[config.mk]
export PLATFORM = sky130hd
export DESIGN_NAME = iss_top
export DESIGN_NICKNAME = d
export VERILOG_FILES = /design/src/logic/iss_sync.v /design/src/logic/iss_top.v
export VERILOG_INCLUDE_DIRS = /design/src /design/src/logic
export SDC_FILE = /design/constraint.sdc
export NUM_CORES = 1
export LEC_CHECK = 0
export BUFFER_PORTS_ARGS = -buffer_cell sky130_fd_sc_hd__buf_2
export CORE_ASPECT_RATIO = 0.9
export CORE_MARGIN = 5
export CORE_UTILIZATION = 40
export DETAILED_ROUTE_END_ITERATION = 10
export PLACE_DENSITY = 0.54
export SLEW_MARGIN = 40
export SYNTH_ARGS = -nofsm -noshare
export SYNTH_HDL_FRONTEND = slang
export SYNTH_SLANG_ARGS = --single-unit
export TNS_END_PERCENT = 50
[constraint.sdc]
create_clock -name clk -period 6.2 [get_ports clk]
set_input_delay 0.93 -clock clk [delete_from_list [all_inputs] [get_ports clk]]
set_output_delay 0.93 -clock clk [all_outputs]
set_load 0.03 [all_outputs]
[src/logic/iss_map.vh]
`ifndef ISS_MAP_VH
`define ISS_MAP_VH

// Register byte addresses (even byte of each word)
`define ISS_ADDR_FILT 7'h5C
`define ISS_ADDR_RANGE 7'h5E
`define ISS_ADDR_MSC 7'h60
`define ISS_ADDR_SCALE 7'h62
`define ISS_ADDR_DEC 7'h64

// Reset values
`define ISS_RST_FILT 3'h0
`define ISS_RST_MSC 8'hC1
`define ISS_RST_SCALE 16'h07D0
`define ISS_RST_DEC 11'h000

// Field positions
`define ISS_MSC_LING 7
`define ISS_MSC_POP 6
`define ISS_MSC_RSVD 5
`define ISS_MSC_MODE_HI 4
`define ISS_MSC_MODE_LO 2
`define ISS_MSC_SPOL 1
`define ISS_MSC_DPOL 0
`define ISS_RANGE_LOW 2'h3
`define ISS_DEC_W 11

// Sync function codes
`define ISS_MODE_INT 3'h0
`define ISS_MODE_DIRECT 3'h1
`define ISS_MODE_SCALED 3'h2
`define ISS_MODE_OUTSYNC 3'h3
`define ISS_MODE_PULSE 3'h5

// Serial word layout
`define ISS_WORD_BITS 5'h10
`define ISS_WORD_WR 15

// Timing
`define ISS_CLK_HZ 25000000
`define ISS_INT_RATE_HZ 2000
`define ISS_ACC_RATE_HZ 4000
`define ISS_PULSE_CYC 16'h0019

`endif

[src/logic/iss_sync.v]
`timescale 1ns/100ps
module iss_sync #(
  parameter W = 1,
  parameter [W-1:0] RST_VAL = {W{1'b1}}
) (
  // Clock and reset
  input wire clk,
  input wire reset_n,
  // Asynchronous levels in
  input wire [W-1:0] async_in,
  // Synchronised level and its previous value
  output reg [W-1:0] level,
  output reg [W-1:0] level_prev
);

  reg [W-1:0] meta_q;

  always @(posedge clk or negedge reset_n) begin
    if (!reset_n) begin
      meta_q <= RST_VAL;
      level <= RST_VAL;
      level_prev <= RST_VAL;
    end else begin
      meta_q <= async_in;
      level <= meta_q;
      level_prev <= level;
    end
  end

endmodule

[src/logic/iss_top.v]
`timescale 1ns/100ps
`include "iss_map.vh"

// Functional notes
// - Two averaging stages, each 2^B taps
// - Filter phase delay equals N samples
// - Read-only range code, low bits read 11
// - Bit 7 enables gyro linear-g compensation
// - Bit 6 enables accel point-of-percussion alignment
// - Bits 4:2 select clock source
// - Bit 1 selects active sync edge
// - Bit 0 sets data-ready pin polarity
// - Internal mode: 2000 Hz, accel 4000 Hz pairs
// - Output sync: internal plus sync pulses
// - Direct: gyro one edge, accel both averaged
// - Pulse: accel on leading edge, 370 Hz
// - Scaled mode accepts 1 to 128 Hz
// - Scaled sample rate is sync times factor
// - Decimation 11 bits, max 1999 (logic accepts up to 2047), top ignored
// - Output rate is sample rate over dec+1
// - Scaled uses factor; direct, pulse use one
module iss_top #(
  parameter GYRO_RANGE = 2'h3,
  parameter INT_PERIOD = `ISS_CLK_HZ / `ISS_INT_RATE_HZ,
  parameter ACC_PERIOD = `ISS_CLK_HZ / `ISS_ACC_RATE_HZ,
  parameter PULSE_CYC = `ISS_PULSE_CYC
) (
  // Clock and reset
  input wire clk,
  input wire reset_n,
  // Serial register port
  input wire sclk,
  input wire cs_n,
  input wire din,
  output reg dout,
  // Sync pin
  input wire sync_in,
  output reg sync_out,
  output reg sync_oe,
  // Data-ready pin
  output reg data_valid_pin,
  // Sample timing to the datapath
  output reg sample_clock_rate,
  output reg accel_sample,
  output reg accel_update,
  output reg output_update,
  // Datapath configuration
  output reg [7:0] filt_taps,
  output reg [7:0] filt_delay,
  output reg lin_g_comp_en,
  output reg pop_align_en,
  output reg bw_limit_en
);

  // Counter limits and pulse width
  localparam [15:0] ACC_LAST = ACC_PERIOD[15:0] - 16'h0001;
  localparam [15:0] PULSE_LOAD = PULSE_CYC[15:0];
  localparam [25:0] PER_ONE = 26'h0000001;
  localparam [25:0] PER_SAT = 26'h3FFFFFF;

  // Synchronised pins
  wire sclk_s;
  wire cs_n_s;
  wire din_s;
  wire sync_s;
  wire sclk_p;
  wire cs_n_p;
  wire din_p;
  wire sync_p;

  // Pins idle with sclk low, cs_n high, din low and sync low
  // Reset to those levels so no false edge follows reset
  iss_sync #(.W(4), .RST_VAL(4'h4)) u_sync (
    .clk(clk),
    .reset_n(reset_n),
    .async_in({sclk, cs_n, din, sync_in}),
    .level({sclk_s, cs_n_s, din_s, sync_s}),
    .level_prev({sclk_p, cs_n_p, din_p, sync_p})
  );

  // Serial port state
  reg [15:0] shift_q;
  reg [15:0] tx_q;
  reg [15:0] rd_q;
  reg [4:0] bitcnt_q;
  reg [15:0] rd_mux;

  // Registers
  reg [2:0] filt_q;
  reg [7:0] msc_q;
  reg [15:0] scale_q;
  reg [10:0] dec_q;

  wire sclk_rise = sclk_s & ~sclk_p;
  wire sclk_fall = ~sclk_s & sclk_p;
  wire cs_fall = ~cs_n_s & cs_n_p;
  wire cs_rise = cs_n_s & ~cs_n_p;
  wire word_done = cs_rise && (bitcnt_q == `ISS_WORD_BITS);
  wire wr_en = word_done & shift_q[`ISS_WORD_WR];
  wire [6:0] wr_addr = shift_q[14:8];
  wire [7:0] wr_data = shift_q[7:0];
  wire [6:0] wr_word = {wr_addr[6:1], 1'b0};
  wire wr_hi = wr_addr[0];

  // Read word chosen by the address of the word just received
  // Address bit 0 (word bit 8) is ignored so either byte address reads the word
  always @* begin
    case ({shift_q[14:9], 1'b0})
      `ISS_ADDR_FILT: rd_mux = {13'h0000, filt_q};
      `ISS_ADDR_RANGE: rd_mux = {12'h000, GYRO_RANGE[1:0], `ISS_RANGE_LOW};
      `ISS_ADDR_MSC: rd_mux = {8'h00, msc_q};
      `ISS_ADDR_SCALE: rd_mux = scale_q;
      `ISS_ADDR_DEC: rd_mux = {5'h00, dec_q};
      default: rd_mux = 16'h0000;
    endcase
  end

  // Serial word capture and read-back
  // Bit count saturates, so an overlong frame keeps its last 16 bits
  // Read data is shown in the frame after the request
  always @(posedge clk or negedge reset_n) begin
    if (!reset_n) begin
      shift_q <= 16'h0000;
      tx_q <= 16'h0000;
      rd_q <= 16'h0000;
      bitcnt_q <= 5'h00;
      dout <= 1'b0;
    end else begin
      if (cs_fall) begin
        bitcnt_q <= 5'h00;
        dout <= rd_q[15];
        tx_q <= {rd_q[14:0], 1'b0};
      end else if (!cs_n_s && sclk_rise) begin
        shift_q <= {shift_q[14:0], din_s};
        if (bitcnt_q != `ISS_WORD_BITS) begin
          bitcnt_q <= bitcnt_q + 5'h01;
        end
      end else if (!cs_n_s && sclk_fall) begin
        dout <= tx_q[15];
        tx_q <= {tx_q[14:0], 1'b0};
      end
      if (word_done && !shift_q[`ISS_WORD_WR]) begin
        rd_q <= rd_mux;
      end
    end
  end

  // Register writes, one byte per word
  // Read-only and unmapped addresses fall through and are ignored
  always @(posedge clk or negedge reset_n) begin
    if (!reset_n) begin
      filt_q <= `ISS_RST_FILT;
      msc_q <= `ISS_RST_MSC;
      scale_q <= `ISS_RST_SCALE;
      dec_q <= `ISS_RST_DEC;
    end else if (wr_en) begin
      case (wr_word)
        `ISS_ADDR_FILT: begin
          if (!wr_hi) begin
            filt_q <= wr_data[2:0];
          end
        end
        `ISS_ADDR_MSC: begin
          if (!wr_hi) begin
            msc_q <= wr_data & ~(8'h01 << `ISS_MSC_RSVD);
          end
        end
        `ISS_ADDR_SCALE: begin
          if (wr_hi) begin
            scale_q[15:8] <= wr_data;
          end else begin
            scale_q[7:0] <= wr_data;
          end
        end
        `ISS_ADDR_DEC: begin
          if (wr_hi) begin
            dec_q[10:8] <= wr_data[2:0];
          end else begin
            dec_q[7:0] <= wr_data;
          end
        end
        default: begin
        end
      endcase
    end
  end

  // Clock source decode
  // Codes 100, 110 and 111 run as internal mode
  wire [2:0] mode = msc_q[`ISS_MSC_MODE_HI:`ISS_MSC_MODE_LO];
  wire m_direct = (mode == `ISS_MODE_DIRECT);
  wire m_scaled = (mode == `ISS_MODE_SCALED);
  wire m_pulse = (mode == `ISS_MODE_PULSE);
  wire m_out = (mode == `ISS_MODE_OUTSYNC);
  wire m_int = ~(m_direct | m_scaled | m_pulse);
  wire spol = msc_q[`ISS_MSC_SPOL];
  wire dpol = msc_q[`ISS_MSC_DPOL];

  wire sync_rise = sync_s & ~sync_p;
  wire sync_fall = ~sync_s & sync_p;
  wire act_edge = spol ? sync_rise : sync_fall;
  wire oth_edge = spol ? sync_fall : sync_rise;

  // Internal 4000 Hz accel timer, every second tick is the 2000 Hz sample
  reg [15:0] acc_cnt_q;
  reg half_q;
  wire acc_tick = m_int && (acc_cnt_q == ACC_LAST);

  always @(posedge clk or negedge reset_n) begin
    if (!reset_n) begin
      acc_cnt_q <= 16'h0000;
      half_q <= 1'b0;
    end else if (!m_int) begin
      acc_cnt_q <= 16'h0000;
      half_q <= 1'b0;
    end else if (acc_tick) begin
      acc_cnt_q <= 16'h0000;
      half_q <= ~half_q;
    end else begin
      acc_cnt_q <= acc_cnt_q + 16'h0001;
    end
  end

  wire int_tick = acc_tick & half_q;

  // Scaled mode: measure the sync period, add the factor each cycle
  // Period is latched on each active edge; no tick until the first edge,
  // whose latched count runs from entry to scaled mode
  // Remainder carries over so the long-run rate stays exact
  reg [25:0] per_cnt_q;
  reg [25:0] per_q;
  reg [25:0] ph_q;
  wire [26:0] ph_sum = {1'b0, ph_q} + {11'h000, scale_q};
  wire scl_tick = m_scaled && (per_q != 26'h0000000) && (ph_sum >= {1'b0, per_q});

  always @(posedge clk or negedge reset_n) begin
    if (!reset_n) begin
      per_cnt_q <= 26'h0000000;
      per_q <= 26'h0000000;
      ph_q <= 26'h0000000;
    end else if (!m_scaled) begin
      per_cnt_q <= 26'h0000000;
      per_q <= 26'h0000000;
      ph_q <= 26'h0000000;
    end else begin
      if (act_edge) begin
        per_cnt_q <= PER_ONE;
        per_q <= per_cnt_q;
      end else if (per_cnt_q != PER_SAT) begin
        per_cnt_q <= per_cnt_q + 26'h0000001;
      end
      if (per_q == 26'h0000000) begin
        ph_q <= 26'h0000000;
      end else if (scl_tick) begin
        ph_q <= ph_sum[25:0] - per_q;
      end else begin
        ph_q <= ph_sum[25:0];
      end
    end
  end

  // Sample strobes by source
  wire ext_edge = (m_direct | m_pulse) & act_edge;
  wire smp_tick = int_tick | ext_edge | scl_tick;
  wire acc_smp = acc_tick | ext_edge | (m_direct & oth_edge) | scl_tick;
  wire acc_upd = int_tick | (m_direct & oth_edge) | (m_pulse & act_edge) | scl_tick;

  // Decimation
  // Greater-or-equal compare lets a lowered decimation value (a raised output rate) take effect at once
  reg [10:0] dec_cnt_q;
  wire dec_hit = smp_tick && (dec_cnt_q >= dec_q);

  always @(posedge clk or negedge reset_n) begin
    if (!reset_n) begin
      dec_cnt_q <= 11'h000;
    end else if (dec_hit) begin
      dec_cnt_q <= 11'h000;
    end else if (smp_tick) begin
      dec_cnt_q <= dec_cnt_q + 11'h001;
    end
  end

  // Pin pulse timers
  // Fixed width pulses so a slow host still sees them
  reg [15:0] dr_cnt_q;
  reg [15:0] so_cnt_q;

  always @(posedge clk or negedge reset_n) begin
    if (!reset_n) begin
      dr_cnt_q <= 16'h0000;
      so_cnt_q <= 16'h0000;
    end else begin
      if (dec_hit) begin
        dr_cnt_q <= PULSE_LOAD;
      end else if (dr_cnt_q != 16'h0000) begin
        dr_cnt_q <= dr_cnt_q - 16'h0001;
      end
      if (m_out && int_tick) begin
        so_cnt_q <= PULSE_LOAD;
      end else if (so_cnt_q != 16'h0000) begin
        so_cnt_q <= so_cnt_q - 16'h0001;
      end
    end
  end

  // Registered outputs
  // Pin levels are the active flag folded with the polarity bit
  // Data-ready follows output_update by one cycle
  always @(posedge clk or negedge reset_n) begin
    if (!reset_n) begin
      data_valid_pin <= 1'b0;
      sync_out <= 1'b0;
      sync_oe <= 1'b0;
      sample_clock_rate <= 1'b0;
      accel_sample <= 1'b0;
      accel_update <= 1'b0;
      output_update <= 1'b0;
      filt_taps <= 8'h01;
      filt_delay <= 8'h01;
      lin_g_comp_en <= 1'b1;
      pop_align_en <= 1'b1;
      bw_limit_en <= 1'b0;
    end else begin
      data_valid_pin <= (dr_cnt_q != 16'h0000) ~^ dpol;
      sync_out <= (so_cnt_q != 16'h0000) ~^ spol;
      sync_oe <= m_out;
      sample_clock_rate <= smp_tick;
      accel_sample <= acc_smp;
      accel_update <= acc_upd;
      output_update <= dec_hit;
      filt_taps <= 8'h01 << filt_q;
      filt_delay <= 8'h01 << filt_q;
      lin_g_comp_en <= msc_q[`ISS_MSC_LING];
      pop_align_en <= msc_q[`ISS_MSC_POP];
      bw_limit_en <= m_pulse;
    end
  end

endmodule

==> results.json, run 1 <==
{
  "worst-r2r-cell-count": 20,
  "synth_ff_type": "dfrtp_1",
  "grt_pass1_wl_um": 50900,
  "gp_congestion": 0.838,
  "totalWireLength_um": 29700,
  "yosys-mux-area-fraction_pct": 5.89,
  "dp_slack_ns": 0.873,
  "yosys_warnings": 0,
  "hold_viol": 0,
  "worstPathMaxFanout": 17,
  "worst_pin_slew_ns": 0.790,
  "slew_headroom_pct": 47.1,
  "status": "completed",
  "drive_above_1_share_pct": 11.4,
  "drtAntennaViolNets": 0,
  "die_h_um": 185,
  "yosysUniqueCellTypes": 63,
  "firstDrtPassIters": 5,
  "drtIter0Drc": 478,
  "ys_seq_elements": 257,
  "ioPinCount": 33,
  "cts-buffers-inserted": 30,
  "numPortBuffers": 32,
  "area_delta_synth_final_pct": 12.7,
  "required_ns": 6.65,
  "powerDensity_nw_per_um2": 239,
  "post-dp-hpwl_um": 21200,
  "viasPerCell": 5.11,
  "globalRouteMet2Util_pct": 24.7,
  "htree_levels": 1,
  "drcViolationCount": 0,
  "clk_transition_reported_paths_ns": 0.06,
  "synth.most_common_cell": "dfrtp_1",
  "fin_hold_ws_ns": 0.179,
  "cp-start-kind": "register",
  "die-area_um2": 37800,
  "use_met1_pct": 24.2,
  "fmax_mhz": 187,
  "synth_edf_count": 0,
  "postCtsSetupRepairBufs": 0,
  "min_period_over_period_pct": 86.2,
  "fin_ws_ns": 0.858,
  "slew_violations": 0,
  "cp.arrival_ns": 5.79,
  "use_met3_pct": 2.15,
  "synth_fa_ha_area_share_pct": 5.91,
  "synth_compound_area_share_pct": 12.3,
  "clock_latency_ns": 0.57,
  "final_util_pct": 45.4,
  "coreArea_um2": 33800,
  "first_global_vias": 9614,
  "synth_async_sr_flop_share_pct": 100,
  "synth-xor-area-share_pct": 6.76,
  "hold_buffers": 0,
  "cts_tree": "done",
  "synth_top_area_share_pct": 44.5,
  "antenna_cells": 0,
  "yosys.area_share.simple_pct": 18.3,
  "yosysTopAreaCell": "dfrtp_1",
  "rsz0062_at_grt": "false",
  "start_util_pct": 40.2,
  "irDropWorstVdd_mv": 0.202,
  "synth_fp_nets": 1477,
  "grt_overflow_total": 0,
  "syn_area_um2": 13600,
  "ys_top_cells_by_count": "dfrtp_1 (242), nor2_1 (167), nand2_1 (146), a21oi_1 (95), o21ai_0 (75)",
  "track_usage_pct": 16.1,
  "finalSetupTns_ns": 0,
  "postSynthAreaPerCell_um2": 9.66,
  "core.rowCount": 64,
  "vias": 9780,
  "synth.area.top_cells": "dfrtp_1 (45%), ha_1 (5.6%), nor2_1 (4.6%)",
  "grt.busiest_layer": "met2",
  "cts_root_buf": "clkbuf_16",
  "min_period_ns": 5.34,
  "wl_per_cell_um": 15.5,
  "nFillCells": 3243,
  "cts.sinks": 257,
  "leakage_nw": 6.95,
  "antenna_found_initial": 0,
  "dieWidth_um": 204,
  "path_class": "reg2reg",
  "seq_area_frac_synth_pct": 47.4,
  "synth_top_family_by_area": "simple AND/OR/NAND/NOR gates",
  "clockBufferDepth": 3,
  "setup_violations": 0,
  "min_path_type": "in2async",
  "post_cts_resized": 0,
  "nNetsFinal": 1499,
  "cp-end-kind": "register",
  "drv_cap": 0,
  "postSynthCellCount": 1408,
  "grt_max_degree": 95,
  "finClkSkew_ns": 0.0167
}
## cells by family (layout without fill, tap and decap cells)
group / count (synthesis) / count (layout)
AND/OR/NAND/NOR: 519 / 519
multiplexers: 75 / 75
AO/OA/AOI/OAI: 275 / 275
XOR/XNOR: 105 / 105
flip-flops: 257 / 257
buffers and inverters: 114 / 159
adder cells (fa/ha/maj): 63 / 63
## area by class of cell
class,instances,area (um^2),area share (%)
multi-input combinational,1037,6720,43.9
tap,462,578,3.77
timing repair buffer,43,280,1.83
sequential,257,6450,42.1
clock inverter,9,148,0.963
inverter,61,229,1.49
clock buffer,46,921,6.01
## sequential cells by signal, indices dropped and copies added, names as in the netlist, 5 cells and up
| signal | flops |
|---|---|
| msc_q | 7 |
| scale_q | 16 |
| tx_q | 15 |
| filt_delay | 8 |
| shift_q | 16 |
| per_q | 26 |
| per_cnt_q | 26 |
| acc_cnt_q | 16 |
| ph_q | 26 |
| rd_q | 16 |
| dec_cnt_q | 11 |
| so_cnt_q | 16 |
| bitcnt_q | 5 |
| dec_q | 11 |
| dr_cnt_q | 16 |
## layer usage
metal	wire length, um	vias to the layer above
met5	0	-
met4	757	0
met3	779	40
li1	-	4954
met2	12900	119
met1	15200	4667
## report_power, final
group          internal [W]  leakage, nW  switching, W
registers           0.00170         3.49     0.0000340
logic             0.0000246         2.94     0.0000525
clock network       0.00115        0.524      0.000708
total               0.00287         6.95      0.000795
## cells in the final DEF (no fill, tap or decap), types with 4 or more instances in the layout
master / n
nor2b_1: 14
a21o_1: 20
buf_4: 8
a31oi_1: 10
xor2_1: 61
nor3_1: 24
dfstp_2: 15
nor2_1: 166
mux2_2: 40
o21ai_1: 4
ha_1: 61
or4_1: 5
dfrtp_1: 242
nand3_1: 31
o21bai_1: 5
xnor2_1: 44
nand3b_1: 4
buf_2: 31
or3_1: 12
inv_1: 61
nand2_1: 146
a22o_1: 19
and4_1: 9
a211oi_1: 10
clkinv_2: 4
clkbuf_8: 11
o21a_1: 10
nor4_1: 17
nor3b_1: 6
nand4_1: 17
clkbuf_16: 30
clkbuf_1: 5
o21ai_0: 74
mux2i_1: 35
a21oi_1: 95
and3_1: 22
nand2b_1: 24
## critical path, cell delays in order, from the launching register on
cell	delay, ns
dfrtp_1	0.40
ha_1	0.37
o21a_1	0.14
a21oi_1	0.08
o21a_1	0.18
o41ai_1	0.65
nand2_1	0.18
nand2_1	0.17
a31oi_1	0.12
xnor2_1	0.24
ha_1	0.33
o21ai_0	0.17
inv_1	0.08
a211oi_1	0.27
or4b_1	0.49
and4_1	0.27
nor3_4	0.14
o21ba_4	0.27
nor3_2	0.07
buf_4	0.22
or3b_1	0.38
## worst paths after layout
check	endpoint	start	slack (ns)
worst min register to register	u_sync.level[1]$_DFF_PN0_	u_sync.meta_q[1]$_DFF_PN0_	0.35
worst max-delay path	dr_cnt_q[3]$_DFFE_PN0P_	scale_q[2]$_DFFE_PN0P_	0.86
min in group clk	u_sync.level[1]$_DFF_PN0_	u_sync.meta_q[1]$_DFF_PN0_	0.35
worst min-delay path	u_sync.meta_q[3]$_DFF_PN0_	reset_n	0.18
max in group asynchronous	so_cnt_q[7]$_DFFE_PN0P_	reset_n	5.12
worst max register to register	dr_cnt_q[3]$_DFFE_PN0P_	scale_q[2]$_DFFE_PN0P_	0.86
## through the flow
step	cells	area (um^2)	total power, W
floorplan	1408	13600	0.00178
global placement	1859	14200	0.00184
detailed placement	1859	14200	0.00184
CTS	1914	15300	0.00372
global route	1915	15300	0.00380
finish	1915	15300	0.00366
Note: power is estimated with default switching activity, not from simulation.
==> inputs of run 2 (changes only) <==
Settings changed: CELL_PAD_IN_SITES_DETAIL_PLACEMENT from default to 1, CELL_PAD_IN_SITES_GLOBAL_PLACEMENT from default to 2, PLACE_DENSITY 0.54 to 0.77.
==> run 2 against run 1 <==
Non-clock buffer count grew 1. Clock power shrank 4%. Hold slack gained 0.17 ns. Global-route usage grew 2.5 points. Via count up 3.9%. Register-to-register slack got worse by 0.17 ns.
==> results.json, run 2 (same netlist as run 1, synthesis figures left out) <==
{
  "fin_ws_ns": 0.684,
  "path_class": "reg2reg",
  "track_usage_pct": 18.6,
  "top_regs": "per_cnt_q (26), per_q (26), ph_q (26)",
  "cp-start-kind": "register",
  "cts.sinks": 257,
  "rsz0062_at_grt": "false",
  "multi_input_area_um2": 6730,
  "min_path_type": "reg2reg",
  "hold_viol": 0,
  "coreArea_um2": 33800,
  "hold_buffers": 0,
  "seq_power_share_pct": 48.4,
  "totalWireLength_um": 34700,
  "power.total_w": 0.00359,
  "fin_hold_ws_ns": 0.352,
  "antenna_found_initial": 1,
  "required_ns": 6.63,
  "vias": 10200,
  "cts-buffers-inserted": 28,
  "drive_above_1_share_pct": 11.1,
  "numPlacedInstances": 1861,
  "finalSetupTns_ns": 0,
  "powerDensity_nw_per_um2": 235,
  "antenna_cells": 0,
  "finClkSkew_ns": 0.0112,
  "cts_root_buf": "clkbuf_16",
  "core.rowCount": 64,
  "wl_per_cell_um": 18.1,
  "dieWidth_um": 204,
  "worst_pin_slew_ns": 0.853,
  "start_util_pct": 40.2,
  "area_delta_synth_final_pct": 12.2,
  "min_period_over_period_pct": 89.0,
  "first_global_vias": 10600,
  "post-dp-hpwl_um": 24700,
  "numPortBuffers": 32,
  "drtIter0Drc": 503,
  "leakage_nw": 6.91,
  "cp.arrival_ns": 5.95,
  "clk_transition_reported_paths_ns": 0.06,
  "htree_levels": 1,
  "slew_violations": 0,
  "min_period_ns": 5.52,
  "postCtsSetupRepairBufs": 0,
  "grt_overflow_total": 0,
  "cp-end-kind": "register",
  "setup_violations": 0,
  "worstPathMaxFanout": 45,
  "ioPinCount": 33,
  "firstDrtPassIters": 4,
  "gp_congestion": 0.800,
  "seqCellArea_um2": 6450,
  "clock_latency_ns": 0.56,
  "cts_tree": "done",
  "p_clk_share_pct": 49.4,
  "p_switching_w": 0.000791,
  "power_frac_comb_pct": 2.2,
  "grt_pass1_wl_um": 57900,
  "drv_cap": 0,
  "switching_share_pct": 22.1,
  "layout_commonest_cell": "dfrtp_1",
  "slew_headroom_pct": 42.9,
  "clockBufferDepth": 3,
  "drcViolationCount": 0,
  "layout_common_cells": "dfrtp_1 (241), nor2_1 (167), nand2_1 (146), a21oi_1 (95), o21ai_0 (74)",
  "nNetsFinal": 1498,
  "fin_cells": 1913,
  "fmax_mhz": 181,
  "die-area_um2": 37800,
  "drtAntennaViolNets": 0,
  "dp_slack_ns": 0.741,
  "irDropWorstVdd_mv": 0.156,
  "status": "completed",
  "nFillCells": 3857,
  "p_int_w": 0.00279,
  "post_cts_resized": 0,
  "viasPerCell": 5.31,
  "grt_max_degree": 100,
  "die_h_um": 185
}
## run 2: final cells by class
cell class | count | share of cell area [%]
clock buffers | 43 | 5.62
clock inverters | 9 | 0.820
inverters | 61 | 1.50
multi-input cells | 1037 | 44.1
flip-flops and latches | 257 | 42.3
well taps | 462 | 3.79
repair buffers | 44 | 1.92
## run 2: worst max-delay path, cell delays in order (launching register included)
cell and delay, ns:
dfrtp_1 0.39, ha_1 0.20, inv_1 0.06, fa_1 0.40
nand2b_1 0.18, a21o_1 0.20, a31oi_1 0.49, nand3_1 0.14
nand2_1 0.12, a21oi_1 0.07, o21ai_0 0.27, xor2_1 0.25
ha_1 0.31, o21ai_0 0.09, inv_1 0.08, a211oi_1 0.27
or4b_1 0.49, and4_1 0.28, nor3_4 0.16, buf_4 0.47
nor2_1 0.13, a31oi_1 0.21, nand3_1 0.10
## run 2: metrics by stage
step                instance area [um^2]  utilization [%]
finish                             15300             45.2
global route                       15300             45.2
CTS                                15300             45.2
detailed placement                 14300             42.3
global placement                   14200             42.1
floorplan                          13600                -
## run 2: power by group through the flow
stage / registers [W] / logic [W] / clock network, W
floorplan: 0.00174 / 0.0000333 / 0
CTS: 0.00173 / 0.0000834 / 0.00182
finish: 0.00173 / 0.0000795 / 0.00177
global route: 0.00174 / 0.0000920 / 0.00190
detailed placement: 0.00176 / 0.0000829 / 0
global placement: 0.00176 / 0.0000784 / 0
## run 2: path summary, 6_finish.rpt
check	from	to	slack, ns	cells past startpoint
min	u_sync.meta_q[0]$_DFF_PN0_	u_sync.level[0]$_DFF_PN0_	0.35	0
max in group asynchronous	reset_n	per_cnt_q[11]$_DFFE_PN0P_	4.44	3
max	scale_q[0]$_DFFE_PN0P_	accel_update$_DFF_PN0_	0.68	22
min in group asynchronous	reset_n	tx_q[14]$_DFFE_PN0P_	0.38	1
max reg2reg	scale_q[0]$_DFFE_PN0P_	accel_update$_DFF_PN0_	0.68	22
min reg2reg	u_sync.meta_q[0]$_DFF_PN0_	u_sync.level[0]$_DFF_PN0_	0.35	0
## run 2: metal layers
metal / track usage (%) / part of all wire, % / vias up
li1: - / - / 4933
met1: 29.0 / 52 / 5070
met2: 28.0 / 43 / 113
met3: 2.56 / 3.4 / 42
met4: 3.19 / 1.7 / 0
met5: 0 / 0 / -
